File: config.mk
export PLATFORM = sky130hd
export DESIGN_NAME = bsr_tap
export DESIGN_NICKNAME = d
export VERILOG_FILES = /design/src/bsr_sync.v /design/src/bsr_tap.v
export VERILOG_INCLUDE_DIRS = /design/src /design/src/src
export SDC_FILE = /design/constraint.sdc
export NUM_CORES = 1
export LEC_CHECK = 0
export BUFFER_PORTS_ARGS = -buffer_cell sky130_fd_sc_hd__buf_2
export CAP_MARGIN = 10
export CORE_MARGIN = 3
export CORE_UTILIZATION = 45
export CTS_BUF_LIST = sky130_fd_sc_hd__clkbuf_8
export CTS_CLUSTER_DIAMETER = 150
export DETAILED_ROUTE_END_ITERATION = 8
export PLACE_DENSITY = 0.67
export SLEW_MARGIN = 10
export SYNTH_ARGS = -nofsm -noshare
export SYNTH_HDL_FRONTEND = slang
export SYNTH_SLANG_ARGS = --single-unit
File: constraint.sdc
create_clock -name clk_i -period 4 [get_ports clk_i]
set_input_delay 0 -clock clk_i [delete_from_list [all_inputs] [get_ports clk_i]]
set_output_delay 0 -clock clk_i [all_outputs]
set_load 0.02 [all_outputs]
File: src/bsr_defines.vh
`ifndef BSR_DEFINES_VH
`define BSR_DEFINES_VH
// Register lengths
`define BSR_IR_LEN 3
`define BSR_ID_LEN 32
`define BSR_BND_LEN 109
// Boundary cell tied to ground, counted from 1
`define BSR_GND_CELL 64
// Instruction codes
`define BSR_IR_EXTEST 3'h0
`define BSR_IR_IDCODE 3'h1
`define BSR_IR_SAMPLEZ 3'h2
`define BSR_IR_SAMPLE 3'h4
`define BSR_IR_BYPASS 3'h7
// Identification word defaults, values arbitrary
`define BSR_ID_REV 4'h0
`define BSR_ID_PART 16'h1234
`define BSR_ID_MAKER 11'h2aa
// Mode-select-high edges that force test-logic-reset
`define BSR_TLR_EDGES 5
`endif

File: src/bsr_sync.v
`timescale 1ns/100ps
// Two-stage synchroniser with rise and fall pulses
module bsr_sync (
  input wire clk_i, // System clock
  input wire rstn_i, // Async reset, active low
  input wire d_i, // Asynchronous input
  output reg q_o, // Synchronised level
  output wire rise_o, // One-cycle rise pulse
  output wire fall_o // One-cycle fall pulse
);
  reg s1_q;
  reg s2_q;

  // Two flops, then an edge register
  always @(posedge clk_i or negedge rstn_i) begin
    if (!rstn_i) begin
      s1_q <= 1'b0;
      s2_q <= 1'b0;
      q_o <= 1'b0;
    end else begin
      s1_q <= d_i;
      s2_q <= s1_q;
      q_o <= s2_q;
    end
  end

  assign rise_o = s2_q & ~q_o;
  assign fall_o = ~s2_q & q_o;
endmodule // bsr_sync

File: src/bsr_tap.v
// Function
// - Instruction register is three bits
// - Bypass path is one stage
// - Identification register is 32 bits
// - Boundary register has 109 cells
// - Id bits hold revision and part number
// - Id bits 11..1 hold maker code
// - Id bit 0 always one
// - Ground cell 64 always reads low
// - Id word loaded in capture-DR
// - Reset loads identification instruction
// - Five high mode-select edges reset
// - Serial output changes on falling edge
`timescale 1ns/100ps
`include "bsr_defines.vh"
module bsr_tap #(
  parameter IR_LEN = `BSR_IR_LEN, // Instruction length
  parameter BND_LEN = `BSR_BND_LEN, // Boundary length
  parameter [3:0] ID_REV = `BSR_ID_REV, // Revision, arbitrary
  parameter [15:0] ID_PART = `BSR_ID_PART, // Part code, arbitrary
  parameter [10:0] ID_MAKER = `BSR_ID_MAKER // Maker code, arbitrary
) (
  input wire clk_i, // System clock, 10 MHz
  input wire rstn_i, // Async reset, active low
  input wire tck_i, // Test clock pin
  input wire tms_i, // Mode select pin
  input wire tdi_i, // Serial data in pin
  input wire [BND_LEN-1:0] pins_i, // I/O ring values to capture
  output reg tdo_o, // Serial data out
  output reg tdo_oe_n_o, // Output enable, low drives
  output reg [IR_LEN-1:0] instr_o, // Current instruction
  output reg [BND_LEN-1:0] bnd_upd_o, // Boundary update latch
  output reg tlr_o // In test-logic-reset
);
  // One-hot TAP states
  localparam [15:0] S_TLR = 16'h0001;
  localparam [15:0] S_RTI = 16'h0002;
  localparam [15:0] S_SDR = 16'h0004;
  localparam [15:0] S_CDR = 16'h0008;
  localparam [15:0] S_SHD = 16'h0010;
  localparam [15:0] S_E1D = 16'h0020;
  localparam [15:0] S_PDR = 16'h0040;
  localparam [15:0] S_E2D = 16'h0080;
  localparam [15:0] S_UDR = 16'h0100;
  localparam [15:0] S_SIR = 16'h0200;
  localparam [15:0] S_CIR = 16'h0400;
  localparam [15:0] S_SHI = 16'h0800;
  localparam [15:0] S_E1I = 16'h1000;
  localparam [15:0] S_PIR = 16'h2000;
  localparam [15:0] S_E2I = 16'h4000;
  localparam [15:0] S_UIR = 16'h8000;
  localparam GND_IDX = `BSR_GND_CELL - 1;

  wire tck_s;
  wire tck_rise;
  wire tck_fall;
  wire tms_s;
  wire tdi_s;
  reg [15:0] st_q;
  reg [15:0] st_d;
  reg [2:0] tms_cnt_q;
  reg [IR_LEN-1:0] ir_q;
  reg bypass_q;
  reg [31:0] id_q;
  reg [BND_LEN-1:0] bnd_q;
  reg [BND_LEN-1:0] cap_v;
  reg tdo_d;
  reg [1:0] sel_q;
  reg sh_q;

  // Test clock edges found by the system clock
  bsr_sync u_tck (
    .clk_i(clk_i),
    .rstn_i(rstn_i),
    .d_i(tck_i),
    .q_o(tck_s),
    .rise_o(tck_rise),
    .fall_o(tck_fall)
  );

  // Mode select and data in, aligned with the clock sampler
  bsr_sync u_tms (
    .clk_i(clk_i),
    .rstn_i(rstn_i),
    .d_i(tms_i),
    .q_o(tms_s),
    .rise_o(),
    .fall_o()
  );

  bsr_sync u_tdi (
    .clk_i(clk_i),
    .rstn_i(rstn_i),
    .d_i(tdi_i),
    .q_o(tdi_s),
    .rise_o(),
    .fall_o()
  );

  // Next TAP state
  always @* begin
    case (st_q)
      S_TLR: st_d = tms_s ? S_TLR : S_RTI;
      S_RTI: st_d = tms_s ? S_SDR : S_RTI;
      S_SDR: st_d = tms_s ? S_SIR : S_CDR;
      S_CDR: st_d = tms_s ? S_E1D : S_SHD;
      S_SHD: st_d = tms_s ? S_E1D : S_SHD;
      S_E1D: st_d = tms_s ? S_UDR : S_PDR;
      S_PDR: st_d = tms_s ? S_E2D : S_PDR;
      S_E2D: st_d = tms_s ? S_UDR : S_SHD;
      S_UDR: st_d = tms_s ? S_SDR : S_RTI;
      S_SIR: st_d = tms_s ? S_TLR : S_CIR;
      S_CIR: st_d = tms_s ? S_E1I : S_SHI;
      S_SHI: st_d = tms_s ? S_E1I : S_SHI;
      S_E1I: st_d = tms_s ? S_UIR : S_PIR;
      S_PIR: st_d = tms_s ? S_E2I : S_PIR;
      S_E2I: st_d = tms_s ? S_UIR : S_SHI;
      S_UIR: st_d = tms_s ? S_SDR : S_RTI;
      default: st_d = S_TLR;
    endcase
    if (tms_s && tms_cnt_q == 3'h4) begin
      st_d = S_TLR;
    end
  end

  // Boundary capture value with the ground cell forced low
  always @* begin
    cap_v = pins_i;
    cap_v[GND_IDX] = 1'b0;
  end

  // State, counters and shift registers on test clock rise
  always @(posedge clk_i or negedge rstn_i) begin
    if (!rstn_i) begin
      st_q <= S_TLR;
      tms_cnt_q <= 3'h0;
      ir_q <= `BSR_IR_IDCODE;
      instr_o <= `BSR_IR_IDCODE;
      bypass_q <= 1'b0;
      id_q <= 32'h0;
      bnd_q <= {BND_LEN{1'b0}};
      bnd_upd_o <= {BND_LEN{1'b0}};
      tlr_o <= 1'b1;
    end else if (tck_rise) begin
      st_q <= st_d;
      tlr_o <= (st_d == S_TLR);
      if (!tms_s) begin
        tms_cnt_q <= 3'h0;
      end else if (tms_cnt_q != 3'h4) begin
        tms_cnt_q <= tms_cnt_q + 3'h1;
      end
      case (st_q)
        S_TLR: begin
          instr_o <= `BSR_IR_IDCODE;
        end
        S_CIR: begin
          ir_q <= {{(IR_LEN-1){1'b0}}, 1'b1};
        end
        S_SHI: begin
          ir_q <= {tdi_s, ir_q[IR_LEN-1:1]};
        end
        S_UIR: begin
          instr_o <= ir_q;
        end
        S_CDR: begin
          bypass_q <= 1'b0;
          if (instr_o == `BSR_IR_IDCODE) begin
            id_q[31:28] <= ID_REV;
            id_q[27:12] <= ID_PART;
            id_q[11:1] <= ID_MAKER;
            id_q[0] <= 1'b1;
          end
          if (instr_o != `BSR_IR_BYPASS && instr_o != `BSR_IR_IDCODE) begin
            bnd_q <= cap_v;
          end
        end
        S_SHD: begin
          bypass_q <= tdi_s;
          id_q <= {tdi_s, id_q[31:1]};
          bnd_q <= {tdi_s, bnd_q[BND_LEN-1:1]};
        end
        S_UDR: begin
          if (instr_o == `BSR_IR_EXTEST || instr_o == `BSR_IR_SAMPLE) begin
            bnd_upd_o <= bnd_q;
            bnd_upd_o[GND_IDX] <= 1'b0;
          end
        end
        default: begin
        end
      endcase
      if (st_d == S_TLR) begin
        ir_q <= `BSR_IR_IDCODE;
        instr_o <= `BSR_IR_IDCODE;
      end
    end
  end

  // Path select and shift flag, sampled at rise for the fall update
  always @(posedge clk_i or negedge rstn_i) begin
    if (!rstn_i) begin
      sel_q <= 2'h0;
      sh_q <= 1'b0;
    end else if (tck_rise) begin
      sh_q <= (st_d == S_SHD) || (st_d == S_SHI);
      if (st_d == S_SHI || st_d == S_E1I || st_d == S_PIR ||
          st_d == S_E2I) begin
        sel_q <= 2'h0;
      end else if (instr_o == `BSR_IR_IDCODE) begin
        sel_q <= 2'h1;
      end else if (instr_o == `BSR_IR_BYPASS || instr_o == 3'h3 ||
                   instr_o == 3'h5 || instr_o == 3'h6) begin
        sel_q <= 2'h2;
      end else begin
        sel_q <= 2'h3;
      end
    end
  end

  // Serial output mux
  always @* begin
    case (sel_q)
      2'h0: tdo_d = ir_q[0];
      2'h1: tdo_d = id_q[0];
      2'h2: tdo_d = bypass_q;
      default: tdo_d = bnd_q[0];
    endcase
  end

  // Serial output updated on test clock fall
  always @(posedge clk_i or negedge rstn_i) begin
    if (!rstn_i) begin
      tdo_o <= 1'b0;
      tdo_oe_n_o <= 1'b1;
    end else if (tck_fall) begin
      tdo_o <= tdo_d;
      tdo_oe_n_o <= ~sh_q;
    end
  end
endmodule // bsr_tap

=== Yosys cells after proc, flatten, opt, wreduce, memory -nomap -nowiden ===
Index checks and enable logic that the tools add are counted.

* Register bits after elaboration: 290
* Output and inout bits: 115

* Bitwise logic cells: 5
* Add/sub/neg operators: 1
* Reduce and logical (&&, ||, !) cells: 25
* Muxes and demuxes: 29
* Equal/unequal tests: 37

{| class="wikitable"
|+ Operator list
! operator !! count
|-
| 109-bit case mux with 2 select lines || 1
|-
| 16-bit case mux with 12 select lines || 1
|-
| 109-bit 2-to-1 mux || 1
|-
| 32-bit case mux with 2 select lines || 1
|-
| 16-bit 2-to-1 mux || 3
|-
| 16-bit by 1-bit equality test with 1-bit output (second input constant) || 2
|-
| 16-bit by 12-bit equality test with 1-bit output (second input constant) || 2
|-
| 16-bit by 13-bit equality test with 1-bit output (second input constant) || 2
|-
| 16-bit by 14-bit equality test with 1-bit output (second input constant) || 2
|-
| 16-bit by 15-bit equality test with 1-bit output (second input constant) || 2
|-
| 16-bit by 5-bit equality test with 1-bit output (second input constant) || 2
|-
| 32-bit 2-to-1 mux || 1
|-
| 9-bit 2-to-1 mux || 2
|-
| 16-bit by 10-bit equality test with 1-bit output (second input constant) || 1
|-
| 16-bit by 11-bit equality test with 1-bit output (second input constant) || 1
|-
| 16-bit equality test (second input constant) || 1
|-
| 16-bit by 2-bit equality test with 1-bit output (second input constant) || 1
|-
| 16-bit by 3-bit equality test with 1-bit output (second input constant) || 1
|-
| 16-bit by 4-bit equality test with 1-bit output (second input constant) || 1
|-
| 16-bit by 6-bit equality test with 1-bit output (second input constant) || 1
|-
| 16-bit by 7-bit equality test with 1-bit output (second input constant) || 1
|-
| 16-bit by 8-bit equality test with 1-bit output (second input constant) || 1
|-
| 16-bit by 9-bit equality test with 1-bit output (second input constant) || 1
|-
| 3-bit equality test (second input constant) || 5
|-
| 32 further kinds || 60
|}

=== Longest topological paths before layout ===
* Word-level depth: 9
* Mapped depth: 11

=== Cells and area by module ===
A second synthesis with hierarchy kept.

* Cells, all modules: 1070
* Area total of the unflattened synthesis: 12454.4 µm²

{| class="wikitable"
|+ Modules (own cells, without submodules)
! module !! area an instance (µm²) !! cells an instance !! instances !! sequential area each (µm²)
|-
| bsr_tap || 12184.2 || 1055 || 1 || 7038.0
|-
| bsr_sync || 90.1 || 5 || 3 || 75.1
|}

=== Least setup slack after synthesis ===
No wires, ideal clock.

* Path kind: register to register
* Start: reg st_q[13]
* End: reg bnd_upd_o[88]
* Cell stages (with the launch flop): 10
* Period minus slack after synthesis: 2.277 ns
* Path slack: 1.723 ns
* Data arrival time: 2.152 ns
* Cell sequence: dfrtp_1 > buf_2 > nor4_4 > nand2_1 > nor2_1 > and4_1 > buf_2 > buf_4 > buf_6 > mux2_2

* Word-level cells in the longest chain between the ends: 2

{| class="wikitable"
|+ Ends and longest elaborated chain
! item !! RTL line !! RTL
|-
| from (decl) || bsr_tap.v:59 || <nowiki>reg [15:0] st_q;</nowiki>
|-
| from (signal assigned) || bsr_tap.v:145 || <nowiki>st_q <= st_d;</nowiki>
|-
| 16-bit by 9-bit equality test with 1-bit output || bsr_tap.v:152 || <nowiki>case (st_q)</nowiki>
|-
| 3-bit AND reduction (no source line) || - ||
|-
| to (signal assigned) || bsr_tap.v:142 || <nowiki>bnd_upd_o <= {BND_LEN{1'b0}};</nowiki>
|-
| to (signal assigned) || bsr_tap.v:184 || <nowiki>bnd_upd_o <= bnd_q;</nowiki>
|-
| to (decl) || bsr_tap.v:32 || <nowiki>output reg [BND_LEN-1:0] bnd_upd_o,</nowiki>
|}

Every way passes these cells.
A chain may end at the register's enable or synchronous reset.

=== Worst setup path in the final report ===
* Start: reg st_q[5]
* End: reg bnd_q[2]

* Word-level cells in the longest chain between the ends: 3
* Elaborated cells between the ends (all ways): 6

{| class="wikitable"
|+ Ends and longest elaborated chain
! item !! RTL line !! RTL
|-
| 16-bit by 4-bit equality test with 1-bit output / 16-bit by 5-bit equality test with 1-bit output (equally long branches) || bsr_tap.v:152 ||
|-
| 2-bit inequality test (no source line) / 2-bit nonzero test (equally long branches) || - ||
|-
| 3-bit AND reduction (no source line) || - ||
|-
| to (signal assigned) || bsr_tap.v:141 || <nowiki>bnd_q <= {BND_LEN{1'b0}};</nowiki>
|-
| to (signal assigned) || bsr_tap.v:174 || <nowiki>bnd_q <= cap_v;</nowiki>
|-
| to (signal assigned) || bsr_tap.v:180 || <nowiki>bnd_q <= {tdi_s, bnd_q[BND_LEN-1:1]};</nowiki>
|-
| to (decl) || bsr_tap.v:65 || <nowiki>reg [BND_LEN-1:0] bnd_q;</nowiki>
|}

Several ways; a longest one is shown, not always the timed one.

==> flow_summary.json <==
{
  "ant_nets": 0,
  "min_from": "tck_i",
  "ir_drop_mv": 0.268,
  "crit_start": "st_q[5]$_DFFE_PN0P_",
  "hold_viol_final": 0,
  "vias": 9993,
  "first_iter_violations": 765,
  "period_share_pct": 77.0,
  "antenna_found_initial": 0,
  "dieArea_um2": 29600,
  "p_sw_mw": 1.53,
  "synth-seq-area-share_pct": 58.6,
  "p_sw_share_pct": 24.5,
  "finalInstanceArea_um2": 15700,
  "postCtsResizedCells": 0,
  "comb_power_share_pct": 9.2,
  "synth_largest_area_cell": "dfrtp_1",
  "drtPass1Iterations": 5,
  "cts_buffers": 50,
  "grt_usage_pct": 20.2,
  "hold_path.class": "input pin to flip-flop",
  "startpoint_type": "flip-flop",
  "path_max_fanout": 36,
  "status": "complete, no violations",
  "ys.flop_type": "dfrtp_1",
  "initial_utilization_pct": 45.9,
  "p_int_mw": 4.72,
  "clock_latency_ps": 560,
  "wl_met3_mm": 1.94,
  "port_buffers": 226,
  "dp_hpwl_mm": 18.2,
  "setup-tns-final_ps": 0,
  "synthArstFlopShare_pct": 100,
  "maxCapViolCount": 0,
  "cts_setup_buffers": 0,
  "grt_pass1_vias": 9664,
  "synth_top_area_share_pct": 57.5,
  "nNetsFinal": 1626,
  "post_drt_via_cell_ratio": 5.33,
  "yosys_warnings": 0,
  "nFillCells": 2243,
  "grt_overflow_total": 0,
  "slew_viol_final": 0,
  "grt_pass1_wl_mm": 49.1,
  "layout_common_cells": "293 x nand2_1, 285 x dfrtp_1, 225 x buf_2",
  "rr_startpoint": "st_q[5]$_DFFE_PN0P_",
  "ios": 229,
  "ys_top_cells_by_area": "dfrtp_1 58%, mux2_2 9.4%, nand2_1 8.9%",
  "finalNonFillerCells": 1875,
  "clockRootBuffer": "clkbuf_8",
  "report.power.total_mw": 6.25,
  "endpoint_kind": "flip-flop",
  "synth-seq-cells": 290,
  "cts_sinks": 290,
  "fp.dieH_um": 172,
  "fmax_ghz": 0.325,
  "clock_skew_ps": 13.8,
  "synth_edf_count": 0,
  "grt_max_degree": 134,
  "drc": 0,
  "synth_area_um2": 12400,
  "top_layer": "met4",
  "worstMarginPinSlew_ps": 965,
  "p_per_area_nw_per_um2": 397,
  "power.leakage_nw": 7.70,
  "rows": 60,
  "fin_crit_ps": 3080,
  "holdWs_ps": 93.4,
  "cts_tree": "built",
  "placed_cell_area_um2": 13700,
  "final_layout_size_suffix_gt1_share_pct": 27.9,
  "syn_to_final_growth_pct": 27.0,
  "clk_path_buf_depth": 3,
  "wl_met2_mm": 14.4,
  "syn_inst": 1192,
  "gp_congestion": 0.857,
  "worstSetupPathType": "flip-flop to flip-flop",
  "relSlewSlack_pct": 35.7,
  "wl_per_cell_um": 16.5,
  "totalWireLength_mm": 30.9,
  "cp.arrival_ps": 3550,
  "cts_hold_buffers": 112,
  "p_seq_share_pct": 49.7,
  "antennaDiodeCount": 0,
  "core_um2": 27000,
  "synth.avg_cell_area_um2": 10.4,
  "setup_viol": 0,
  "crit_required_ps": 4470,
  "met1_length_mm": 13.9,
  "clkTransAtPathRegs_ps": 60,
  "synth.distinct_cells": 55,
  "cts-htree-levels": 2,
  "rsz0062_at_grt": "false",
  "fp.dieW_um": 172,
  "p_clk_share_pct": 41.1,
  "synth_nets": 1308,
  "layout_commonest_cell": "nand2_1",
  "placed_cells": 1687
}
## flip-flops by register name (all words and copies together), names as in the netlist, 2 cells and up
signal and cells:
instr_o 3, st_q 16, id_q 32, ir_q 3, tms_cnt_q 3, bnd_upd_o 108, bnd_q 109, sel_q 2
## layer usage
| metal | up-vias | global-route usage (%) |
|---|---|---|
| li1 | 4706 | - |
| met1 | 4877 | 28.0 |
| met4 | 0 | 5.83 |
| met3 | 52 | 4.30 |
| met5 | - | 0 |
| met2 | 358 | 32.2 |
## power groups by stage
stage	Sequential (mW)	Combinational, mW	Clock (mW)
floorplan	3.15	0.276	0
global placement	3.15	0.474	0
detailed placement	3.16	0.485	0
CTS	3.11	0.574	2.65
global route	3.12	0.649	2.77
finish	3.11	0.576	2.57
## critical path, stage by stage, from the launching register on
cell and delay (ps):
dfrtp_1 520, nor4b_1 750, nor2b_4 350, o21ai_2 120, a31oi_4 540, buf_4 440
nor2_1 90, a31oi_1 190
## stage by stage
| step | setup slack, ps | util [%] |
|---|---|---|
| 4_1_cts | 976 | 58.3 |
| 3_5_place_dp | 979 | 50.7 |
| 2_1_floorplan | 1720 | - |
| 3_3_place_gp | 1040 | 50.7 |
| 5_1_grt | 604 | 58.3 |
| 6_report | 919 | 58.3 |
## cells in the mapped netlist (all sizes together) (2+ instances only)
library cell / n
inv: 9
a21oi: 8
xnor2: 5
a32oi: 2
nand4b: 2
or3: 2
a22o: 8
nand4: 5
clkbuf: 40
o31ai: 2
nor4: 6
o22ai: 3
nand3: 27
dfrtp: 285
nor3: 8
xor2: 4
nor4b: 4
dfstp: 5
nor2b: 4
a31oi: 110
a32o: 4
buf: 46
nor3b: 4
nor2: 142
nand2: 293
ha: 2
o21ai: 31
mux2: 109
nand2b: 4
and3: 3
## kinds of logic after synthesis
logic type / after synthesis / synth area share, %
AOI/OAI and AO/OA: 176 / 9.04
xor gates and xnor gates: 9 / 0.636
adders and majority gates: 3 / 0.283
buffers and inverters: 95 / 4.18
DFF: 290 / 58.6
muxes: 111 / 10.2
other: 1 / 0.0303
and+or+nand+nor: 507 / 17.1
## path summary, 6_finish.rpt
kind	end	slack [ps]	cells past startpoint
min in group asynchronous	bnd_upd_o[42]$_DFFE_PN0P_	110	2
hold reg to reg	u_tck.s2_q$_DFF_PN0_	350	0
setup reg to reg	bnd_q[2]$_DFFE_PN0P_	920	7
hold / removal	u_tck.s1_q$_DFF_PN0_	90	2
max in group asynchronous	tdo_oe_n_o$_DFFE_PN1P_	2730	3
setup / recovery	bnd_q[2]$_DFFE_PN0P_	920	7
## cell type report
type                    instances  area [um^2]  area share (%)
repair buffers                352         2440            15.5
inverters                       9         33.8           0.215
flip-flops and latches        290         7260            46.1
well taps                     341          427            2.71
clock buffers                  58          798            5.07
multi-input cells             807         4650            29.5
clock inverters                18          131           0.835
No activity file was read; power rests on OpenSTA's default activity.
